### src/verilog/hsc_defs.vh
// constants for the high-speed pulse counter block
`ifndef HSC_DEFS_VH
`define HSC_DEFS_VH
`define HSC_SEL_CTR0       12'h000
`define HSC_FN_START_CMP   12'h000
`define HSC_FN_STOP_CMP    12'h001
`define HSC_FN_LOAD_PV     12'h002
`define HSC_SETUP_INC_SW   16'h0114
`define HSC_SETUP_UPDN_SW  16'h0104
`define HSC_PV_OVERFLOW    32'h0FFFFFFF
`define HSC_PV_UNDERFLOW   32'hFFFFFFFF
`define HSC_UPDN_MAX       17'sh07FFF
`define HSC_UPDN_MIN       -17'sh07FFF
`define HSC_INC_MAX        17'sh0FFFF
`define HSC_MAX_ENTRIES    8
`define HSC_ENTRY_IDX_W    3
`define HSC_ROUTINE_W      16
`endif

### src/verilog/hsc_counter.v
// high-speed pulse counter with value load, saturation and target matching
`timescale 1ns/1ps
`default_nettype none
`include "hsc_defs.vh"
module hsc_counter (
   input  wire        ref_clk,       // 10 MHz clock
   input  wire        rst_n,         // synchronous reset, active low
   input  wire [15:0] counter_setup_word, // setup, sampled at start
   input  wire        start_run,     // pulse: program execution begins
   input  wire        pulse_a,       // count pulse or encoder A pin
   input  wire        pulse_b,       // encoder B pin
   input  wire        soft_reset,    // counter reset bit, level
   input  wire        op_valid,      // counter_control_op request pulse
   input  wire [11:0] op_sel,        // counter selector
   input  wire [11:0] op_fn,         // function code
   input  wire [15:0] op_word_lo,    // rightmost four digits
   input  wire [15:0] op_word_hi,    // leftmost four digits
   input  wire        tbl_we,        // compare_table_load_op entry write
   input  wire [2:0]  tbl_idx,       // entry index
   input  wire [15:0] tbl_tgt_lo,    // target rightmost digits
   input  wire [15:0] tbl_tgt_hi,    // target leftmost digits
   input  wire [15:0] tbl_routine,   // routine number
   input  wire [3:0]  tbl_count,     // number of conditions
   input  wire        tbl_set,       // latch count
   input  wire        tbl_start,     // begin matching after table set
   output reg  [15:0] present_count_lo, // rightmost four digits
   output reg  [15:0] present_count_hi, // leftmost four digits
   output reg         ovf_status,    // overflow or underflow held
   output reg         enabled,       // counter in use
   output reg         cmp_active,    // matching running
   output reg         irq_call,      // pulse: routine to call
   output reg  [15:0] irq_routine,   // routine number with irq_call
   output reg         op_refused     // pulse: request refused
);
   reg [1:0]         a_sync;        // pin a synchroniser
   reg [1:0]         b_sync;        // pin b synchroniser
   reg [1:0]         r_sync;        // reset bit synchroniser
   reg               a_q;           // pin a, previous synced level
   reg               b_q;           // pin b, previous synced level
   reg               rst_q;         // reset bit, edge-aligned stage
   reg               updn;          // up/down mode latched at start
   reg signed [16:0] cnt;           // binary count
   reg [15:0]        tgt_lo [0:7];  // target rightmost digits
   reg [15:0]        tgt_hi [0:7];  // target leftmost digits
   reg [15:0]        rtn [0:7];     // routine numbers
   reg [3:0]         n_ent;         // entries in use
   reg [2:0]         ptr;           // entry being matched
   reg signed [16:0] step;          // -1, 0 or +1 this cycle
   reg signed [17:0] next_cnt;      // count after this step
   reg [31:0]        next_view;     // bcd view shown next edge
   reg               over_hi;       // next count above the range
   reg               over_lo;       // next count below the range
   integer           k;

   // range limits widened to the step arithmetic, kept signed so
   // that a negative next count never compares as a huge value
   localparam signed [17:0] UPDN_MAX = `HSC_UPDN_MAX;
   localparam signed [17:0] UPDN_MIN = `HSC_UPDN_MIN;
   localparam signed [17:0] INC_MAX  = `HSC_INC_MAX;
   localparam signed [17:0] INC_MIN  = 18'sh0;

   // bcd of magnitude 0..65535, F leading digit for negatives
   function [31:0] to_bcd;
      input signed [16:0] v;
      reg [16:0] m;
      reg [16:0] q;
      reg [31:0] r;
      integer    i;
      begin
         m = v[16] ? -v : v;
         r = 32'h0;
         for (i = 0; i < 8; i = i + 1) begin
            q = m % 17'd10;
            r = {q[3:0], r[31:4]};
            m = m / 17'd10;
         end
         if (v[16])
            r[31:28] = 4'hF;
         to_bcd = r;
      end
   endfunction

   // bcd word pair to signed count, F leading digit negative
   function signed [16:0] from_bcd;
      input [31:0] b;
      reg [16:0] m;
      begin
         m = b[19:16] * 17'd10000 + b[15:12] * 17'd1000
           + b[11:8] * 17'd100 + b[7:4] * 17'd10 + {13'h0, b[3:0]};
         from_bcd = (b[31:28] == 4'hF) ? -m : m;
      end
   endfunction

   // two-stage synchronisers for pins; the edge stages idle low like
   // the pins, so no false edge follows reset
   always @(posedge ref_clk) begin
      if (!rst_n) begin
         a_sync <= 2'h0;
         b_sync <= 2'h0;
         r_sync <= 2'h0;
         a_q <= 1'b0;
         b_q <= 1'b0;
         rst_q <= 1'b0;
      end else begin
         a_sync <= {a_sync[0], pulse_a};
         b_sync <= {b_sync[0], pulse_b};
         r_sync <= {r_sync[0], soft_reset};
         a_q <= a_sync[1];
         b_q <= b_sync[1];
         rst_q <= r_sync[1];
      end
   end

   // count step: rising a in inc mode, 4x quadrature in up/down mode;
   // forward order is a up, b up, a down, b down
   always @* begin
      step = 17'sh0;
      if (!updn) begin
         if (a_sync[1] && !a_q)
            step = 17'sh1;
      end else if (a_sync[1] != a_q) begin
         step = (a_sync[1] ^ b_sync[1]) ? 17'sh1 : -17'sh1;
      end else if (b_sync[1] != b_q) begin
         step = (a_sync[1] ^ b_sync[1]) ? -17'sh1 : 17'sh1;
      end
      next_cnt = {cnt[16], cnt} + {step[16], step};
      over_hi = next_cnt > (updn ? UPDN_MAX : INC_MAX);
      over_lo = next_cnt < (updn ? UPDN_MIN : INC_MIN);
   end

   // bcd view of the count, sentinel words while saturated
   always @* begin
      next_view = to_bcd(cnt);
      if (ovf_status)
         next_view = cnt[16] ? `HSC_PV_UNDERFLOW
                             : `HSC_PV_OVERFLOW;
   end

   // counter, load, saturation and matching
   always @(posedge ref_clk) begin
      if (!rst_n) begin
         cnt <= 17'sh0;
         ovf_status <= 1'b0;
         enabled <= 1'b0;
         updn <= 1'b0;
         cmp_active <= 1'b0;
         irq_call <= 1'b0;
         irq_routine <= 16'h0;
         op_refused <= 1'b0;
         n_ent <= 4'h0;
         ptr <= 3'h0;
         present_count_lo <= 16'h0;
         present_count_hi <= 16'h0;
         for (k = 0; k < 8; k = k + 1) begin
            tgt_lo[k] <= 16'h0;
            tgt_hi[k] <= 16'h0;
            rtn[k] <= 16'h0;
         end
      end else begin
         irq_call <= 1'b0;
         op_refused <= 1'b0;
         if (start_run) begin
            enabled <= (counter_setup_word == `HSC_SETUP_INC_SW) ||
                       (counter_setup_word == `HSC_SETUP_UPDN_SW);
            updn <= (counter_setup_word != `HSC_SETUP_INC_SW);
            cnt <= 17'sh0;
            ovf_status <= 1'b0;
         end else if (rst_q) begin
            cnt <= 17'sh0;
            ovf_status <= 1'b0;
         end else if (op_valid && op_sel == `HSC_SEL_CTR0) begin
            if (ovf_status)
               op_refused <= 1'b1;
            else if (op_fn == `HSC_FN_LOAD_PV) begin
               cnt <= from_bcd({op_word_hi, op_word_lo});
               ptr <= 3'h0;
            end else if (op_fn == `HSC_FN_START_CMP)
               cmp_active <= 1'b1;
            else if (op_fn == `HSC_FN_STOP_CMP)
               cmp_active <= 1'b0;
         end else if (enabled && !ovf_status) begin
            // leaving the range freezes the count at its last value
            if (over_hi || over_lo)
               ovf_status <= 1'b1;
            else
               cnt <= next_cnt[16:0];
            // target match, never on the step that saturates
            if (cmp_active && n_ent != 4'h0 && step != 17'sh0 &&
                !over_hi && !over_lo &&
                to_bcd(next_cnt[16:0]) == {tgt_hi[ptr], tgt_lo[ptr]}) begin
               irq_call <= 1'b1;
               irq_routine <= rtn[ptr];
               ptr <= ({1'b0, ptr} + 4'h1 >= n_ent) ? 3'h0 : ptr + 3'h1;
            end
         end
         // table entry writes kept through saturation
         if (tbl_we) begin
            tgt_lo[tbl_idx] <= tbl_tgt_lo;
            tgt_hi[tbl_idx] <= tbl_tgt_hi;
            rtn[tbl_idx] <= tbl_routine;
         end
         if (tbl_set) begin
            n_ent <= (tbl_count > 4'd8) ? 4'd8 : tbl_count;
            ptr <= 3'h0;
            if (tbl_start && ovf_status)
               op_refused <= 1'b1;
            else
               cmp_active <= tbl_start;
         end
         // both words from one value on the same edge, never torn
         {present_count_hi, present_count_lo} <= next_view;
      end
   end
endmodule
`default_nettype wire

### config.mk
export PLATFORM = sky130hd
export DESIGN_NAME = hsc_counter
export DESIGN_NICKNAME = d
export VERILOG_FILES = /design/src/verilog/hsc_counter.v
export VERILOG_INCLUDE_DIRS = /design/src /design/src/verilog
export SDC_FILE = /design/constraint.sdc
export NUM_CORES = 1
export LEC_CHECK = 0
export BUFFER_PORTS_ARGS = -buffer_cell sky130_fd_sc_hd__buf_4
export CAP_MARGIN = 20
export CELL_PAD_IN_SITES_DETAIL_PLACEMENT = 1
export CELL_PAD_IN_SITES_GLOBAL_PLACEMENT = 2
export CORE_MARGIN = 2
export CORE_UTILIZATION = 33
export DETAILED_ROUTE_END_ITERATION = 16
export PLACE_DENSITY = 0.77
export SLEW_MARGIN = 20
export SYNTH_ARGS = -nofsm -noshare
export SYNTH_HDL_FRONTEND = slang
export SYNTH_SLANG_ARGS = --single-unit
export TNS_END_PERCENT = 100
### constraint.sdc
create_clock -name ref_clk -period 14.8 [get_ports ref_clk]
set_input_delay 1.48 -clock ref_clk [delete_from_list [all_inputs] [get_ports ref_clk]]
set_output_delay 1.48 -clock ref_clk [all_outputs]
set_load 0.05 [all_outputs]
**Yosys cells after proc, flatten, opt, wreduce, memory -nomap -nowiden**

Memory sizes are Yosys's and may differ from the RTL's. A register that Yosys moved wholly into a read port is not among the register bits.
Cells that the tools add are included.

- $mul: 4
- Bitwise operators: 6
- Reduce and logical (&&, ||, !) cells: 32
- Multiplexer cells: 65
- Magnitude comparators: 4
- Shift-type cells: 0
- Equal/unequal tests: 12
- Divide/modulo/power cells: 30
- $add $sub $neg: 10

Operators with widths:

| cell | count |
|---|---|
| $mod A17 B4 Y17 const B | 16 |
| $div A17 B4 Y17 const B | 14 |
| $mux W17 | 13 |
| $mux W16 | 4 |
| $mux W32 | 2 |
| $neg A17 Y17 | 3 |
| $reduce_or A16 Y1 | 3 |
| $mux W3 | 13 |
| $eq A16 B9 Y1 const B | 2 |
| $eq A32 B32 Y1 | 1 |
| $mux W4 | 8 |
| $logic_not A12 Y1 | 2 |
| $mux W1 | 24 |
| $add A17 B17 Y18 | 1 |
| $gt A18 B17 Y1 | 1 |
| $lt A18 B18 Y1 | 1 |
| $mux W18 | 1 |
| $add A17 B11 Y17 | 1 |
| $add A17 B14 Y17 | 1 |
| $add A17 B4 Y17 | 1 |
| $add A17 B8 Y17 | 1 |
| $reduce_bool A17 Y1 | 1 |
| $ne A16 B9 Y1 const B | 1 |
| $mul A4 B10 Y13 const B | 1 |
| 27 further kinds | 47 |

- Bits in writable memories: 384
- Output and inout port bits: 53
- Bits in latches: 0
- Input bits: 137
- Memories kept: 3
- Bits in read-only memories: 0
- Register bits: 71

Memories:

| name | depth | bits a word | read ports | clocked after memory_dff | write ports | RTL line | source |
|---|---|---|---|---|---|---|---|
| rtn | 8 | 16 | 1 | 1 | 8 | hsc_counter.v:45 | `reg [15:0] rtn [0:7];` |
| tgt_hi | 8 | 16 | 1 | 1 | 8 | hsc_counter.v:44 | `reg [15:0] tgt_hi [0:7];` |
| tgt_lo | 8 | 16 | 1 | 1 | 8 | hsc_counter.v:43 | `reg [15:0] tgt_lo [0:7];` |

**Depth between registers and ports, before layout**

- Depth in word-level cells: 29
- Gate-level depth with buffers: 57

**Worst setup path after synthesis**

OpenSTA, ideal clock, no wires.

- Path kind: flip-flop to flip-flop
- From: register a_sync[1]
- To: register (tool-made name)
- Path buffers: 5
- Period minus slack after synthesis: 11.106 ns
- Stages on the path, launching flop included: 52
- Required time: 14.730 ns
- Slack: 3.694 ns
- Data arrival time: 11.037 ns
- Cells stage by stage: dfxtp_1 ha_1 nand2_1 nor2_1 nor3_1 a31oi_1 nand2_1 inv_1 ha_1 buf_2 a21o_1 or3_1 a221oi_2 nand3_1 clkbuf_1 nand2b_1 nor4_1 nor2_1 (+16 left out) ha_1 inv_1 nor4_1 a222oi_1 o21a_1 nor2_2 xnor2_1 ha_1 o311ai_0 a31o_1 a311oi_2 a31oi_1 a31oi_2 nand2_1 a22o_1 o31a_1 or4b_1 a21oi_1

RTL lines:

| element | RTL line | source |
|---|---|---|
| start: declaration | hsc_counter.v:35 | `reg [1:0] a_sync;` |
| start signal: assignment | hsc_counter.v:105 | `a_sync <= {a_sync[0], pulse_a};` |

**Worst setup path in the final report**

- From: register a_sync[1]
- To: register ptr[1]

- Longest elaborated chain between the ends: 26
- Elaborated cells on any way between the ends: 45
- Classes of those cells: 2 x add/sub; 15 x div; 2 x order compare; 2 x eq/ne; 13 x mux; 1 x bitwise; 10 x reduce/logical

RTL lines:

| element | RTL line | source |
|---|---|---|
| $xor A1 B1 Y1 | hsc_counter.v:122, hsc_counter.v:124 |  |
| $mux W17 | hsc_counter.v:124 | `step = (a_sync[1] ^ b_sync[1]) ? -17'sh1 : 17'sh1;` |
| $mux W17 | hsc_counter.v:123 | `end else if (b_sync[1] != b_q) begin` |
| $mux W17 | hsc_counter.v:121 | `end else if (a_sync[1] != a_q) begin` |
| $mux W17 (*) | hsc_counter.v:118 | `if (!updn) begin` |
| $add A17 B17 Y18 | hsc_counter.v:126 | `next_cnt = {cnt[16], cnt} + {step[16], step};` |
| $neg A17 Y17 | hsc_counter.v:70 | `m = v[16] ? -v : v;` |
| $mux W17 | hsc_counter.v:70 |  |
| (+10 left out) | -- |  |
| $mux W4 | hsc_counter.v:171 | `` end else if (op_valid && op_sel == `HSC_SEL_CTR0) begin `` |
| $mux W4 | hsc_counter.v:168 | `end else if (rst_q) begin` |
| $mux W4 | hsc_counter.v:162 | `if (start_run) begin` |
| $mux W4 | hsc_counter.v:141 | `if (!rst_n) begin` |
| $eq A32 B32 Y1 | hsc_counter.v:190 | `to_bcd(next_cnt[16:0]) == {tgt_hi[ptr], tgt_lo[ptr]}) begin` |
| $logic_and A1 B1 Y1 (*) | hsc_counter.v:189 | `!over_hi && !over_lo &&` |
| $reduce_bool A2 Y1 (no line) (*) | -- |  |
| $reduce_and A6 Y1 (no line) (*) | -- |  |
| end signal: assignment | hsc_counter.v:193 | `ptr <= ({1'b0, ptr} + 4'h1 >= n_ent) ? 3'h0 : ptr + 3'h1;` |
| end: declaration | hsc_counter.v:47 | `reg [2:0] ptr;` |

Mark *: on every way between the ends. The rest lies on a longest branch, timed or not. The select of a mux whose other input is x is not followed.
A chain may end at the register's enable or synchronous reset.

==> metrics.log <==
[metrics] count of state elements after synthesis: 466
[metrics] crit-path max FO: 18
[metrics] maximum number of pins on one net before global-route repair: 55
[metrics] number of non-filler instances in the completed layout: 4,730
[metrics] clock sink count: 466
[metrics] Final period util: 93.3%
[metrics] number of buffers inserted by hold repair at cts: 0
[metrics] Peak supply drop: 0.0835 mV
[metrics] number of different library cells in the post-synthesis netlist: 126
[metrics] Total Die Area: 103,000 um2
[metrics] Cells on Worst Hold Path: 1
[metrics] cell area reported after detailed placement: 36,100 um2
[metrics] area of the core: 100,000 um2
[metrics] total of endpoints with negative setup slack in the final report: 0
[metrics] number of nets at the end of the flow: 3,684
[metrics] critical hold path startpoint: a_sync[0]
[metrics] post-CTS setup buffers: 0
[metrics] Synth Area per Inst: 10.2 um2
[metrics] dpl hpwl: 73.5 mm
[metrics] Antenna Nets Post-Route: 0
[metrics] insertion delay to the later sink of the worst-skew pair: 0.64 ns
[metrics] cell with the biggest individual delay on the critical path: nor3_1
[metrics] depth of the worst register-to-register path: 47
[metrics] number of global-route vias before repair: 27,332
[metrics] Most used DFF post-synth: edfxtp_1
[metrics] total I/O pin count: 190
[metrics] arrival time at the worst endpoint: 14.38 ns
[metrics] fraction of synthesized cell area taken by the top area cell type: 34.7%
[metrics] maximum root-to-sink buffer count: 3
[metrics] via total after detailed routing: 26,489
[metrics] number of warning messages in the yosys log: 0
[metrics] result of the run: completed
[metrics] Finished Cell Area: 37,800 um2
[metrics] Syn-to-layout area delta: 13.7%
[metrics] Syn Inst Count: 3,269
[metrics] slew at the pin closest to its max-slew limit: 1.12 ns
[metrics] width of the chip: 321 um
[metrics] pins over their slew limit: 0
[metrics] Syn Nets: 3,563
[metrics] final antenna diode count: 0
[metrics] startpoint class of the critical path: flop
[metrics] antenna violations before repair: 5
[metrics] class of the worst hold path: reg2reg
[metrics] crit end category: flop
[metrics] router iterations before antenna repair: 5
[metrics] input/output buffers: 181
[metrics] combined area of all synthesized cells: 33,200 um2
[metrics] final estimated routing congestion in global placement: 0.814
[metrics] setup repair after global routing missed its margin: no
[metrics] Crit path largest cell delay: 0.63 ns
[metrics] Final min period: 13.81 ns
[metrics] EDFF count, synth: 384
[metrics] Fin Clk Skew: 0.0332 ns
[metrics] end point of the worst hold path: a_sync[1]
[metrics] cell type with the largest total area after synthesis: edfxtp_1
[metrics] post-detailed-route wirelength per cell: 22.1 um
[metrics] effective utilization at floorplan: 33.2%
[metrics] Die Span Y: 321 um
[metrics] overall overflow remaining after global route: 0
[metrics] setup tns final: 0 ns
[metrics] endpoint of the most critical register-to-register path: ptr[1]
[metrics] critical path's most frequent cell: ha_1
[metrics] slack of the worst reg-to-reg path: 0.99 ns
[metrics] clk slew on worst S/H paths: 0.06 ns
[metrics] post-route core utilization: 37.8%
[metrics] Crit path required time: 15.37 ns
[metrics] Seq/Total Area, Yosys: 39.6%
[metrics] number of DRC violations after detailed routing: 0
[metrics] number of placed instances, taps included: 4,633
[metrics] total wirelength of the detailed-routed design: 104 mm
[metrics] startpoint of the lowest-slack register-to-register path: a_sync[1]
[metrics] detail-routed via count per cell: 5.60
[metrics] final hold violations: 0
[metrics] Relative slew margins: 25.1%
[metrics] clk root buf: clkbuf_16
[metrics] type of the setup path with the least slack: reg2reg
[metrics] total power of the final layout: 4800 uW
[metrics] All-Layer GR Usage: 19.9%
[metrics] DR iter-0 viols: 1,758
[metrics] number of H-tree branching levels: 2
[metrics] power density over the cells: 127 nW/um2
[metrics] number of max-cap violations: 0
[metrics] global-route wire length before repair: 162 mm
[metrics] Core Rows: 116
[metrics] fraction of final layout cells with drive strength greater than 1: 15.8%
[metrics] TritonCTS buffer count: 51
[metrics] cells resized by post-CTS repair: 0
[metrics] Leak Pwr: 0.0139 uW
[metrics] proportion of synthesized flip-flops having asynchronous set or reset: 0%
[metrics] TritonCTS clock tree: built
[metrics] top cells by area in the synthesized netlist: edfxtp_1, and2_1, mux4_2
[metrics] maximum achievable frequency: 72.4 MHz
==> logic make-up after synthesis <==
group,Yosys count,synth area share [%]
simple gates,1194,19.4
compound gates,804,17.5
flops,466,39.6
buf+inv,303,3.77
xor+xnor,178,4.86
mux,164,8.18
fa+ha+maj,160,6.63
==> worst max-delay path: cells and delay by family, from the launching register on <==
| kind | cells | cell delay, ns |
|---|---|---|
| compound gates | 24 | 6.64 |
| xor+xnor | 2 | 0.69 |
| fa+ha+maj | 4 | 1.31 |
| buf+inv | 4 | 1.05 |
| flops | 1 | 0.33 |
| simple gates | 13 | 3.71 |
==> cells in the mapped netlist (25+ instances only) <==
cell type	number
a211oi_1	67
o21ai_0	114
nand3_1	66
clkbuf_1	124
a21oi_1	160
a31oi_1	37
o21ai_1	27
fa_1	28
o211ai_1	42
nor4_1	37
nand2_1	165
buf_2	28
xnor2_1	124
a21o_1	27
mux4_2	84
dfxtp_1	82
and2_1	417
o31ai_1	26
inv_1	119
nand4_1	32
or3_1	25
mux2i_1	64
nor2_1	232
edfxtp_1	384
nor3_1	74
ha_1	129
xor2_1	49
==> cell type report <==
class,instances,area (um2)
multi-input combinational,2500,19000
sequential,466,13200
clock inverter,32,280
tap,1298,1620
fill,11147,62200
timing repair buffer,247,1870
inverter,124,469
clock buffer,63,1340
==> state kept, by name, summed over array words and instances (netlist names), 3 cells and up, named ones only <==
name,count
tgt_lo,128
cnt,17
ptr,3
tgt_hi,128
irq_routine,16
present_count_lo,16
present_count_hi,8
n_ent,4
rtn,128
==> cell usage in the layout (no fill, tap or decap), drive strengths merged, types with 15 or more instances in the layout <==
cell     count
and2       420
edfxtp     384
buf        246
nor2       236
nand2      166
a21oi      163
o21ai      145
ha         129
xnor2      125
inv        124
mux4        84
dfxtp       82
nor3        76
a211oi      73
nand3       68
mux2i       65
clkbuf      64
xor2        50
o211ai      45
nor4        39
a31oi       38
nand4       32
o31ai       29
fa          28
a21o        28
or3         25
clkinv      25
nand2b      24
or2         24
o22ai       20
o21a        20
and3        18
or4         16
a2111oi     16
nor2b       15
mux2        15
o311ai      15
==> per-layer routing <==
metal / vias up / routed length [um] / share of wire (%) / track usage [%]
met4: 8 / 1930 / 1.8 / 4.54
met1: 13304 / 47800 / 46 / 26.8
li1: 12518 / - / - / -
met2: 546 / 49300 / 47 / 33.2
met3: 113 / 5210 / 5.0 / 3.35
met5: - / 53 / 0.051 / 0
==> worst max path at each step <==
stage,from,endpoint,slack (ns),cells after the start
2_1_floorplan,a_sync[1],flop,3.69,51
3_3_place_gp,a_sync[1],flop,0.98,46
3_5_place_dp,a_sync[1],flop,0.78,46
4_1_cts,a_sync[1],flop,0.74,46
5_1_grt,a_sync[1],ptr[1],0.03,47
6_report,a_sync[1],ptr[1],0.99,47
==> stage by stage <==
stage	hold WS, ns	setup slack (ns)
detailed placement	0.430	0.785
global placement	0.416	0.980
global route	0.461	0.0289
finish	0.442	0.986
floorplan	0.412	3.69
CTS	0.445	0.740
==> report_power, final <==
part / leakage, uW / switching [uW] / internal (uW)
Sequential: 0.00434 / 20.2 / 1490
Combinational: 0.00881 / 1220 / 811
Clock: 0.000791 / 560 / 701
Total: 0.0139 / 1800 / 3000
Note: power is estimated with default switching activity, not from simulation.
